File: src/hdl/insn_decode_map.svh
// Field positions, encodings and timing counts of the instruction decoder.
`ifndef INSN_DECODE_MAP_SVH
`define INSN_DECODE_MAP_SVH

`define WORD_W          14
`define FILE_ADDR_LSB   0
`define FILE_ADDR_MSB   6
`define DEST_BIT        7
`define BITSEL_LSB      7
`define BITSEL_MSB      9
`define LIT8_MSB        7
`define LIT11_MSB       10
`define GROUP_MSB       13
`define GROUP_LSB       12
`define GROUP_BYTE      2'h0
`define GROUP_BIT       2'h1
`define GROUP_JUMP      2'h2
`define GROUP_LIT       2'h3
`define OSC_PER_CYCLE   3'h4
`define PHASE_LAST      2'h3
`define W_RESET         8'h00

`endif

File: src/hdl/insn_decode_pkg.sv
// Types shared by the instruction decoder files.
package insn_decode_pkg;

   typedef enum logic [1:0] {
      GRP_BYTE,
      GRP_BIT,
      GRP_LITCTL
   } group_t;

   typedef enum logic [4:0] {
      OP_IDLE, OP_MOVWF, OP_CLRW, OP_CLRF, OP_SUBWF, OP_DECF, OP_IORWF, OP_ANDWF,
      OP_XORWF, OP_ADDWF, OP_MOVF, OP_COMF, OP_INCF, OP_DECFSZ, OP_RRF, OP_RLF,
      OP_SWAPF, OP_INCFSZ, OP_BCF, OP_BSF, OP_BTFSC, OP_BTFSS, OP_CALL, OP_GOTO,
      OP_MOVLW, OP_RETLW, OP_IORLW, OP_ANDLW, OP_XORLW, OP_SUBLW, OP_ADDLW, OP_CTRL
   } op_t;

endpackage : insn_decode_pkg

File: src/hdl/insn_field_split.sv
// Combinational split of one instruction word into group, operation and operands.
`timescale 1ns/1ps
`include "insn_decode_map.svh"

module insn_field_split (
   input  wire logic [13:0]              i_word,
   output insn_decode_pkg::group_t       o_group,
   output insn_decode_pkg::op_t          o_op,
   output logic      [6:0]               o_file_addr,
   output logic                          o_dest_file,
   output logic      [2:0]               o_bit_sel,
   output logic      [10:0]              o_literal,
   output logic                          o_lit_long,
   output logic                          o_is_skip,
   output logic                          o_is_branch
);

   logic [1:0] grp;
   logic [3:0] sub;

   always_comb begin
      grp         = i_word[`GROUP_MSB:`GROUP_LSB];
      sub         = i_word[11:8];
      o_file_addr = i_word[`FILE_ADDR_MSB:`FILE_ADDR_LSB];
      o_dest_file = i_word[`DEST_BIT];
      o_bit_sel   = i_word[`BITSEL_MSB:`BITSEL_LSB];
      o_lit_long  = (grp == `GROUP_JUMP);
      o_literal   = o_lit_long ? i_word[`LIT11_MSB:0]
                               : {3'h0, i_word[`LIT8_MSB:0]};
      o_is_skip   = 1'b0;
      o_is_branch = 1'b0;
      o_op        = insn_decode_pkg::OP_IDLE;
      o_group     = insn_decode_pkg::GRP_LITCTL;
      unique case (grp)
         `GROUP_BYTE: begin
            o_group = insn_decode_pkg::GRP_BYTE;
            unique case (sub)
               4'h0: begin
                  if (i_word[7])
                     o_op = insn_decode_pkg::OP_MOVWF;
                  else if (i_word[6:0] != 7'h00 && i_word[6:0] != 7'h20 &&
                           i_word[6:0] != 7'h40 && i_word[6:0] != 7'h60) begin
                     // Bits 6..5 are don't-care for the idle slot only.
                     o_group = insn_decode_pkg::GRP_LITCTL;
                     o_op    = insn_decode_pkg::OP_CTRL;
                     o_is_branch = (i_word[6:0] == 7'h08) || (i_word[6:0] == 7'h09);
                  end
               end
               4'h1: o_op = i_word[7] ? insn_decode_pkg::OP_CLRF : insn_decode_pkg::OP_CLRW;
               4'h2: o_op = insn_decode_pkg::OP_SUBWF;
               4'h3: o_op = insn_decode_pkg::OP_DECF;
               4'h4: o_op = insn_decode_pkg::OP_IORWF;
               4'h5: o_op = insn_decode_pkg::OP_ANDWF;
               4'h6: o_op = insn_decode_pkg::OP_XORWF;
               4'h7: o_op = insn_decode_pkg::OP_ADDWF;
               4'h8: o_op = insn_decode_pkg::OP_MOVF;
               4'h9: o_op = insn_decode_pkg::OP_COMF;
               4'ha: o_op = insn_decode_pkg::OP_INCF;
               4'hb: begin
                  o_op = insn_decode_pkg::OP_DECFSZ;
                  o_is_skip = 1'b1;
               end
               4'hc: o_op = insn_decode_pkg::OP_RRF;
               4'hd: o_op = insn_decode_pkg::OP_RLF;
               4'he: o_op = insn_decode_pkg::OP_SWAPF;
               4'hf: begin
                  o_op = insn_decode_pkg::OP_INCFSZ;
                  o_is_skip = 1'b1;
               end
            endcase
         end
         `GROUP_BIT: begin
            o_group = insn_decode_pkg::GRP_BIT;
            unique case (sub[3:2])
               2'h0: o_op = insn_decode_pkg::OP_BCF;
               2'h1: o_op = insn_decode_pkg::OP_BSF;
               2'h2: o_op = insn_decode_pkg::OP_BTFSC;
               2'h3: o_op = insn_decode_pkg::OP_BTFSS;
            endcase
            o_is_skip = sub[3];
         end
         `GROUP_JUMP: begin
            o_op = sub[3] ? insn_decode_pkg::OP_GOTO : insn_decode_pkg::OP_CALL;
            o_is_branch = 1'b1;
         end
         `GROUP_LIT: begin
            // Don't-care low bits of the sub field are ignored here.
            casez (sub)
               4'b00??: o_op = insn_decode_pkg::OP_MOVLW;
               4'b01??: begin
                  o_op = insn_decode_pkg::OP_RETLW;
                  o_is_branch = 1'b1;
               end
               4'b1000: o_op = insn_decode_pkg::OP_IORLW;
               4'b1001: o_op = insn_decode_pkg::OP_ANDLW;
               4'b1010: o_op = insn_decode_pkg::OP_XORLW;
               4'b110?: o_op = insn_decode_pkg::OP_SUBLW;
               4'b111?: o_op = insn_decode_pkg::OP_ADDLW;
               default: o_op = insn_decode_pkg::OP_CTRL;
            endcase
         end
      endcase
   end

endmodule : insn_field_split

File: src/hdl/risc_instruction_decoder.sv
// Instruction decoder with cycle timing, idle slot insertion and working register.
// How it works
// - Each instruction is one 14-bit word: operation field plus operand fields.
// - Every word is classed as byte, bit, or literal/control operation.
// - Byte operations send the result to W when d is 0, else to file.
// - The register operand addresses file locations 0x00 to 0x7F.
// - Bit operations pick one of eight bits of the addressed register.
// - Literal and control words yield an eight or eleven bit literal.
// - Don't-care bits never change how a word decodes.
// - A working register serves as accumulator source and destination.
// - An instruction finishes in one cycle unless it skips or branches.
// - A taken skip or branch costs a second cycle that does nothing.
// - One instruction cycle is exactly four oscillator clock periods.
// - The register operand sits in the low seven bits of the word.
`timescale 1ns/1ps
`include "insn_decode_map.svh"

module risc_instruction_decoder (
   input  wire logic                     i_core_clk,
   input  wire logic                     i_nrst,
   input  wire logic [13:0]              i_fetch_word,
   input  wire logic                     i_skip_true,
   input  wire logic                     i_w_load,
   input  wire logic [7:0]               i_w_data,
   output logic                          o_cycle_strobe,
   output logic      [1:0]               o_phase,
   output logic                          o_idle_slot,
   output logic                          o_flush,
   output insn_decode_pkg::group_t       o_group,
   output insn_decode_pkg::op_t          o_op,
   output logic      [6:0]               o_file_addr,
   output logic                          o_dest_file,
   output logic                          o_write_w,
   output logic      [2:0]               o_bit_sel,
   output logic      [10:0]              o_literal,
   output logic                          o_lit_long,
   output logic      [7:0]               o_w_value
);

   // ----------------------------------------------------------------
   // Phase counter
   // ----------------------------------------------------------------
   logic [1:0] phase_reg;
   logic [1:0] phase_next;

   always_comb begin
      phase_next = phase_reg + 2'h1;
   end

   always_ff @(posedge i_core_clk or negedge i_nrst) begin
      if (!i_nrst)
         phase_reg <= 2'h0;
      else
         phase_reg <= phase_next;
   end

   logic cyc_end;
   assign cyc_end        = (phase_reg == `PHASE_LAST);
   assign o_cycle_strobe = cyc_end;
   assign o_phase        = phase_reg;

   // ----------------------------------------------------------------
   // Field split of the fetched word
   // ----------------------------------------------------------------
   insn_decode_pkg::group_t s_group;
   insn_decode_pkg::op_t    s_op;
   logic [6:0]              s_file;
   logic                    s_dest;
   logic [2:0]              s_bit;
   logic [10:0]             s_lit;
   logic                    s_long;
   logic                    s_skip;
   logic                    s_branch;

   insn_field_split u_split (
      .i_word      (i_fetch_word),
      .o_group     (s_group),
      .o_op        (s_op),
      .o_file_addr (s_file),
      .o_dest_file (s_dest),
      .o_bit_sel   (s_bit),
      .o_literal   (s_lit),
      .o_lit_long  (s_long),
      .o_is_skip   (s_skip),
      .o_is_branch (s_branch)
   );

   // ----------------------------------------------------------------
   // Instruction register and idle slot control
   // ----------------------------------------------------------------
   insn_decode_pkg::group_t group_reg, group_next;
   insn_decode_pkg::op_t    op_reg, op_next;
   logic [6:0]              file_reg, file_next;
   logic                    dest_reg, dest_next;
   logic [2:0]              bit_reg, bit_next;
   logic [10:0]             lit_reg, lit_next;
   logic                    long_reg, long_next;
   logic                    skip_reg, skip_next;
   logic                    branch_reg, branch_next;
   logic                    idle_reg, idle_next;
   logic                    flush;

   // The current instruction resolves at the end of its cycle; a taken
   // skip or any branch discards the word already fetched behind it.
   assign flush = cyc_end && !idle_reg && (branch_reg || (skip_reg && i_skip_true));

   always_comb begin
      group_next  = group_reg;
      op_next     = op_reg;
      file_next   = file_reg;
      dest_next   = dest_reg;
      bit_next    = bit_reg;
      lit_next    = lit_reg;
      long_next   = long_reg;
      skip_next   = skip_reg;
      branch_next = branch_reg;
      idle_next   = idle_reg;
      if (cyc_end) begin
         if (flush) begin
            group_next  = insn_decode_pkg::GRP_BYTE;
            op_next     = insn_decode_pkg::OP_IDLE;
            file_next   = 7'h00;
            dest_next   = 1'b0;
            bit_next    = 3'h0;
            lit_next    = 11'h000;
            long_next   = 1'b0;
            skip_next   = 1'b0;
            branch_next = 1'b0;
            idle_next   = 1'b1;
         end else begin
            group_next  = s_group;
            op_next     = s_op;
            file_next   = s_file;
            dest_next   = s_dest;
            bit_next    = s_bit;
            lit_next    = s_lit;
            long_next   = s_long;
            skip_next   = s_skip;
            branch_next = s_branch;
            idle_next   = 1'b0;
         end
      end
   end

   always_ff @(posedge i_core_clk or negedge i_nrst) begin
      if (!i_nrst) begin
         group_reg  <= insn_decode_pkg::GRP_BYTE;
         op_reg     <= insn_decode_pkg::OP_IDLE;
         file_reg   <= 7'h00;
         dest_reg   <= 1'b0;
         bit_reg    <= 3'h0;
         lit_reg    <= 11'h000;
         long_reg   <= 1'b0;
         skip_reg   <= 1'b0;
         branch_reg <= 1'b0;
         idle_reg   <= 1'b1;
      end else begin
         group_reg  <= group_next;
         op_reg     <= op_next;
         file_reg   <= file_next;
         dest_reg   <= dest_next;
         bit_reg    <= bit_next;
         lit_reg    <= lit_next;
         long_reg   <= long_next;
         skip_reg   <= skip_next;
         branch_reg <= branch_next;
         idle_reg   <= idle_next;
      end
   end

   // ----------------------------------------------------------------
   // Result steering
   // ----------------------------------------------------------------
   logic write_w;

   always_comb begin
      write_w = 1'b0;
      if (!idle_reg) begin
         unique case (group_reg)
            insn_decode_pkg::GRP_BYTE:   write_w = !dest_reg && (op_reg != insn_decode_pkg::OP_IDLE) &&
                                                   (op_reg != insn_decode_pkg::OP_MOVWF);
            insn_decode_pkg::GRP_BIT:    write_w = 1'b0;
            insn_decode_pkg::GRP_LITCTL: write_w = !long_reg && (op_reg != insn_decode_pkg::OP_CTRL);
         endcase
      end
   end

   // ----------------------------------------------------------------
   // Working register
   // ----------------------------------------------------------------
   logic [7:0] w_reg;
   logic [7:0] w_next;

   always_comb begin
      w_next = w_reg;
      if (i_w_load)
         w_next = i_w_data;
   end

   always_ff @(posedge i_core_clk or negedge i_nrst) begin
      if (!i_nrst)
         w_reg <= `W_RESET;
      else
         w_reg <= w_next;
   end

   assign o_idle_slot = idle_reg;
   assign o_flush     = flush;
   assign o_group     = group_reg;
   assign o_op        = op_reg;
   assign o_file_addr = file_reg;
   assign o_dest_file = dest_reg;
   assign o_write_w   = write_w;
   assign o_bit_sel   = bit_reg;
   assign o_literal   = lit_reg;
   assign o_lit_long  = long_reg;
   assign o_w_value   = w_reg;

endmodule : risc_instruction_decoder

File: config.mk
export PLATFORM = sky130hd
export DESIGN_NAME = risc_instruction_decoder
export DESIGN_NICKNAME = d
export VERILOG_FILES = /design/src/hdl/insn_decode_pkg.sv /design/src/hdl/insn_field_split.sv /design/src/hdl/risc_instruction_decoder.sv
export VERILOG_INCLUDE_DIRS = /design/src /design/src/hdl
export SDC_FILE = /design/constraint.sdc
export NUM_CORES = 1
export LEC_CHECK = 0
export BUFFER_PORTS_ARGS = -buffer_cell sky130_fd_sc_hd__buf_2
export CELL_PAD_IN_SITES_DETAIL_PLACEMENT = 1
export CELL_PAD_IN_SITES_GLOBAL_PLACEMENT = 2
export CORE_MARGIN = 10
export CORE_UTILIZATION = 34
export CTS_CLUSTER_DIAMETER = 80
export DETAILED_ROUTE_END_ITERATION = 12
export GPL_ROUTABILITY_DRIVEN = 0
export PLACE_DENSITY = 0.84
export SYNTH_ARGS = -nofsm -noshare
export SYNTH_HDL_FRONTEND = slang
export SYNTH_HIERARCHICAL = 1
export SYNTH_SLANG_ARGS = --single-unit
File: constraint.sdc
create_clock -name i_core_clk -period 3.1 [get_ports i_core_clk]
set_clock_uncertainty 0.05 [all_clocks]
set_input_delay 0.62 -clock i_core_clk [delete_from_list [all_inputs] [get_ports i_core_clk]]
set_output_delay 0.62 -clock i_core_clk [all_outputs]
set_load 0.01 [all_outputs]
==> out/results.md <==
## Run status
- outcome: completed

## Min path
- Hold Path Origin: o_phase[0]
- cell depth of the worst hold path: 1
- endpoint of the worst hold-timing path: o_phase[0]
- worst hold-check path type: register to register

## Timing
- Final Cycle Share: 74.19%
- tightest slew margin relative to the limit: 37.33%
- fmax: 434.8 MHz
- transition at the pin with the smallest max-transition slack: 0.9401 ns
- count of final max-slew check failures: 0
- endpoints failing hold: 0
- unrepaired setup endpoints after global routing: false
- final critical path time including I/O delays and setup: 2.300 ns
- final setup violation count: 0
- accumulated negative setup slack: 0 ns

## Clock network
- clock latency on the worst-skew pair: 0.28 ns
- number of buffers inserted for hold repair after clock tree synthesis: 0
- CTS tree: yes
- Clock transition at path regs: 0.08 ns
- CTS buffer count: 5
- Root Buffer: sky130_fd_sc_hd__clkbuf_8
- Resized Gates After CTS: 0
- buffer count from post-CTS setup fixing: 0
- level count of the clock H-tree: 2
- number of sinks on the clock net: 43
- CTS max path bufs: 2

## Worst setup path
- endpoint required time on the critical path: 2.43 ns
- cells on worst reg2reg path: 3
- kind of critical path: register to output pin
- endpoint class of the critical path: output pin
- arrival time of the worst setup path: 1.63 ns
- startpoint type of the worst setup path: register
- end of the worst register-to-register path: o_file_addr[0]
- largest fanout of any net on the critical path: 3
- source of the worst register-to-register timing path: o_idle_slot
- worst setup slack for register-to-register paths: 1.37 ns

## Die
- initial core utilization: 34.54%
- Vert. Die Dim: 99.86 um
- Die Span X: 99.86 um
- row count: 29
- number of top-level design ports: 70
- Die ar.: 9972 um2
- core area: 6277 um2

## Synth
- synth warn: 6
- number of synthesized flops with an enable pin: 0
- Yosys reg bits: 43
- count of unique library cells instantiated by Yosys: 44
- cell area after synthesis: 2168 um2
- area share of the leading cell type in the synthesized netlist: 48.47%
- Post-Syn Area per Cell: 11.91 um2
- Top FF cell, synth: sky130_fd_sc_hd__dfrtp_1
- fraction of the yosys area taken by sequential cells: 49.68%
- synthesized instance count: 182
- net count after synthesis: 212
- main area contributors after synthesis: sky130_fd_sc_hd__dfrtp_1 48%, sky130_fd_sc_hd__a22o_2 12%, sky130_fd_sc_hd__buf_4 6.6%
- biggest area consumer among synthesized cells: sky130_fd_sc_hd__dfrtp_1
- share of flip-flops with an asynchronous set or reset: 100.0%

## Pwr
- overall power of the completed layout: 1.330 mW
- worst voltage drop across the vdd grid: 195.7 uV
- Pwr per Cell Area: 529.4 nW/um2
- Leakage Power: 1.221 nW

## Routing
- Vias: 1580
- Pre-antenna DRT Iters: 4
- Avg Vias per Cell: 5.163
- final routed wirelength across all metal layers: 5.410 mm
- number of DRC violations after detailed-routing iteration 0: 40
- number of nets with antenna violations after detailed routing: 0
- WL/cell: 17.68 um
- post-detailed-route DRC marker count: 0

## Finish
- post-route cell area: 2512 um2
- diode count: 0
- final net count: 258
- utilization of the core after routing: 40.02%
- share of post-route cells with drive strength above 1: 53.28%
- number of flip-flops in the largest register: 11
- Area Growth Syn to Fin: 15.87%

## Global route
- remaining global-route overflow: 0
- global-route usage over all layers: 10.68%
- pin count of the biggest net entering global routing: 44
- number of antenna violations at the first check in global routing: 0
- vias in the first global route: 1698
- global-route wire length before repair: 8.783 mm

## Place
- area after detailed placement: 2395 um2
- final HPWL from detailed placement: 4.140 mm
- number of I/O port buffers: 69

## Job
- Maximum Capacitance Violations: 0

## worst max-delay path: stages, from the launching register on
cell and delay [ns]:
sky130_fd_sc_hd__dfrtp_1 0.42, sky130_fd_sc_hd__ha_1 0.31, sky130_fd_sc_hd__inv_1 0.04, sky130_fd_sc_hd__o41ai_1 0.37
sky130_fd_sc_hd__buf_2 0.21
## worst max path at each step
| stage | slack (ns) | start | cells past startpoint | to |
|---|---|---|---|---|
| 4_1_cts | 0.75 | o_group[1] | 4 | o_write_w |
| 3_5_place_dp | 0.67 | i_fetch_word[9] | 7 | o_op[2] |
| 5_1_grt | 0.67 | o_group[0] | 5 | o_write_w |
| 3_3_place_gp | 0.73 | i_fetch_word[9] | 7 | o_op[2] |
| 2_1_floorplan | 0.89 | i_fetch_word[9] | 7 | o_op[2] |
| 6_report | 0.80 | o_group[1] | 4 | o_write_w |
## per-stage QoR
stage	std cells	setup slack (ns)	hold slack (ns)
floorplan	182	0.8888	0.2744
global placement	298	0.7344	0.3855
detailed placement	298	0.6691	0.3982
CTS	306	0.7458	0.4099
global route	306	0.6701	0.4490
finish	306	0.8001	0.4000
## area by class of cell
cell class / instances / area (um2)
fill: 714 / 3765
sequential: 43 / 1077
multi-input combinational: 99 / 834.6
timing repair buffer: 70 / 352.8
tap: 77 / 96.34
clock buffer: 6 / 82.58
clock inverter: 2 / 35.03
inverter: 9 / 33.78
## cell usage in the layout (no fill, tap or decap), drive strengths merged, types with 2 or more instances in the layout
| master | count |
|---|---|
| o21ai | 3 |
| nor2b | 2 |
| a22o | 32 |
| mux2 | 8 |
| buf | 70 |
| ha | 4 |
| nand3 | 2 |
| inv | 9 |
| dfrtp | 42 |
| nand2 | 6 |
| a21o | 2 |
| a21oi | 3 |
| nor3 | 3 |
| o311a | 2 |
| nor4 | 2 |
| o211ai | 3 |
| nor2 | 6 |
| clkbuf | 6 |
| and2 | 3 |
## per-layer routing
| layer | vias to the layer above | share of wire [%] | GRT usage, % |
|---|---|---|---|
| met5 | - | 0 | 0 |
| met4 | 0 | 1.1 | 3.638 |
| met3 | 5 | 7.2 | 3.503 |
| met2 | 41 | 48 | 17.72 |
| met1 | 792 | 44 | 12.65 |
| li1 | 742 | - | - |
## report_power, final
part / internal [mW] / total (mW) / switching (mW) / leakage [nW]
clock network: 0.261 / 0.448 / 0.188 / 0.0612
registers: 0.613 / 0.647 / 0.0343 / 0.526
logic: 0.117 / 0.234 / 0.118 / 0.634
total: 0.990 / 1.33 / 0.340 / 1.22
## logic make-up (layout without fill, tap and decap cells)
family                     count (synthesis)  count (layout)  share of synthesized area, %
buffers and inverters                     40              87                         11.83
DFF                                       43              43                         49.68
adders and majority gates                  4               4                         2.308
xor gates and xnor gates                   1               1                        0.4040
muxes                                      9               9                         4.616
AOI/OAI and AO/OA                         56              56                         23.95
and+or+nand+nor                           29              29                         7.213
## cells in the mapped netlist (2+ instances only)
master / number
sky130_fd_sc_hd__dfrtp_1: 42
sky130_fd_sc_hd__a22o_2: 26
sky130_fd_sc_hd__buf_4: 19
sky130_fd_sc_hd__inv_1: 9
sky130_fd_sc_hd__mux2_2: 8
sky130_fd_sc_hd__a22o_1: 6
sky130_fd_sc_hd__nand2_1: 6
sky130_fd_sc_hd__nor2_1: 6
sky130_fd_sc_hd__buf_2: 4
sky130_fd_sc_hd__buf_6: 4
sky130_fd_sc_hd__clkbuf_1: 4
sky130_fd_sc_hd__ha_1: 4
sky130_fd_sc_hd__nor3_1: 3
sky130_fd_sc_hd__o211ai_1: 3
sky130_fd_sc_hd__o21ai_0: 3
sky130_fd_sc_hd__a21oi_1: 2
sky130_fd_sc_hd__and2_1: 2
sky130_fd_sc_hd__nand3_1: 2
sky130_fd_sc_hd__nor2b_1: 2
sky130_fd_sc_hd__nor4_1: 2
sky130_fd_sc_hd__o311a_1: 2
No activity file was read; power rests on OpenSTA's default activity.
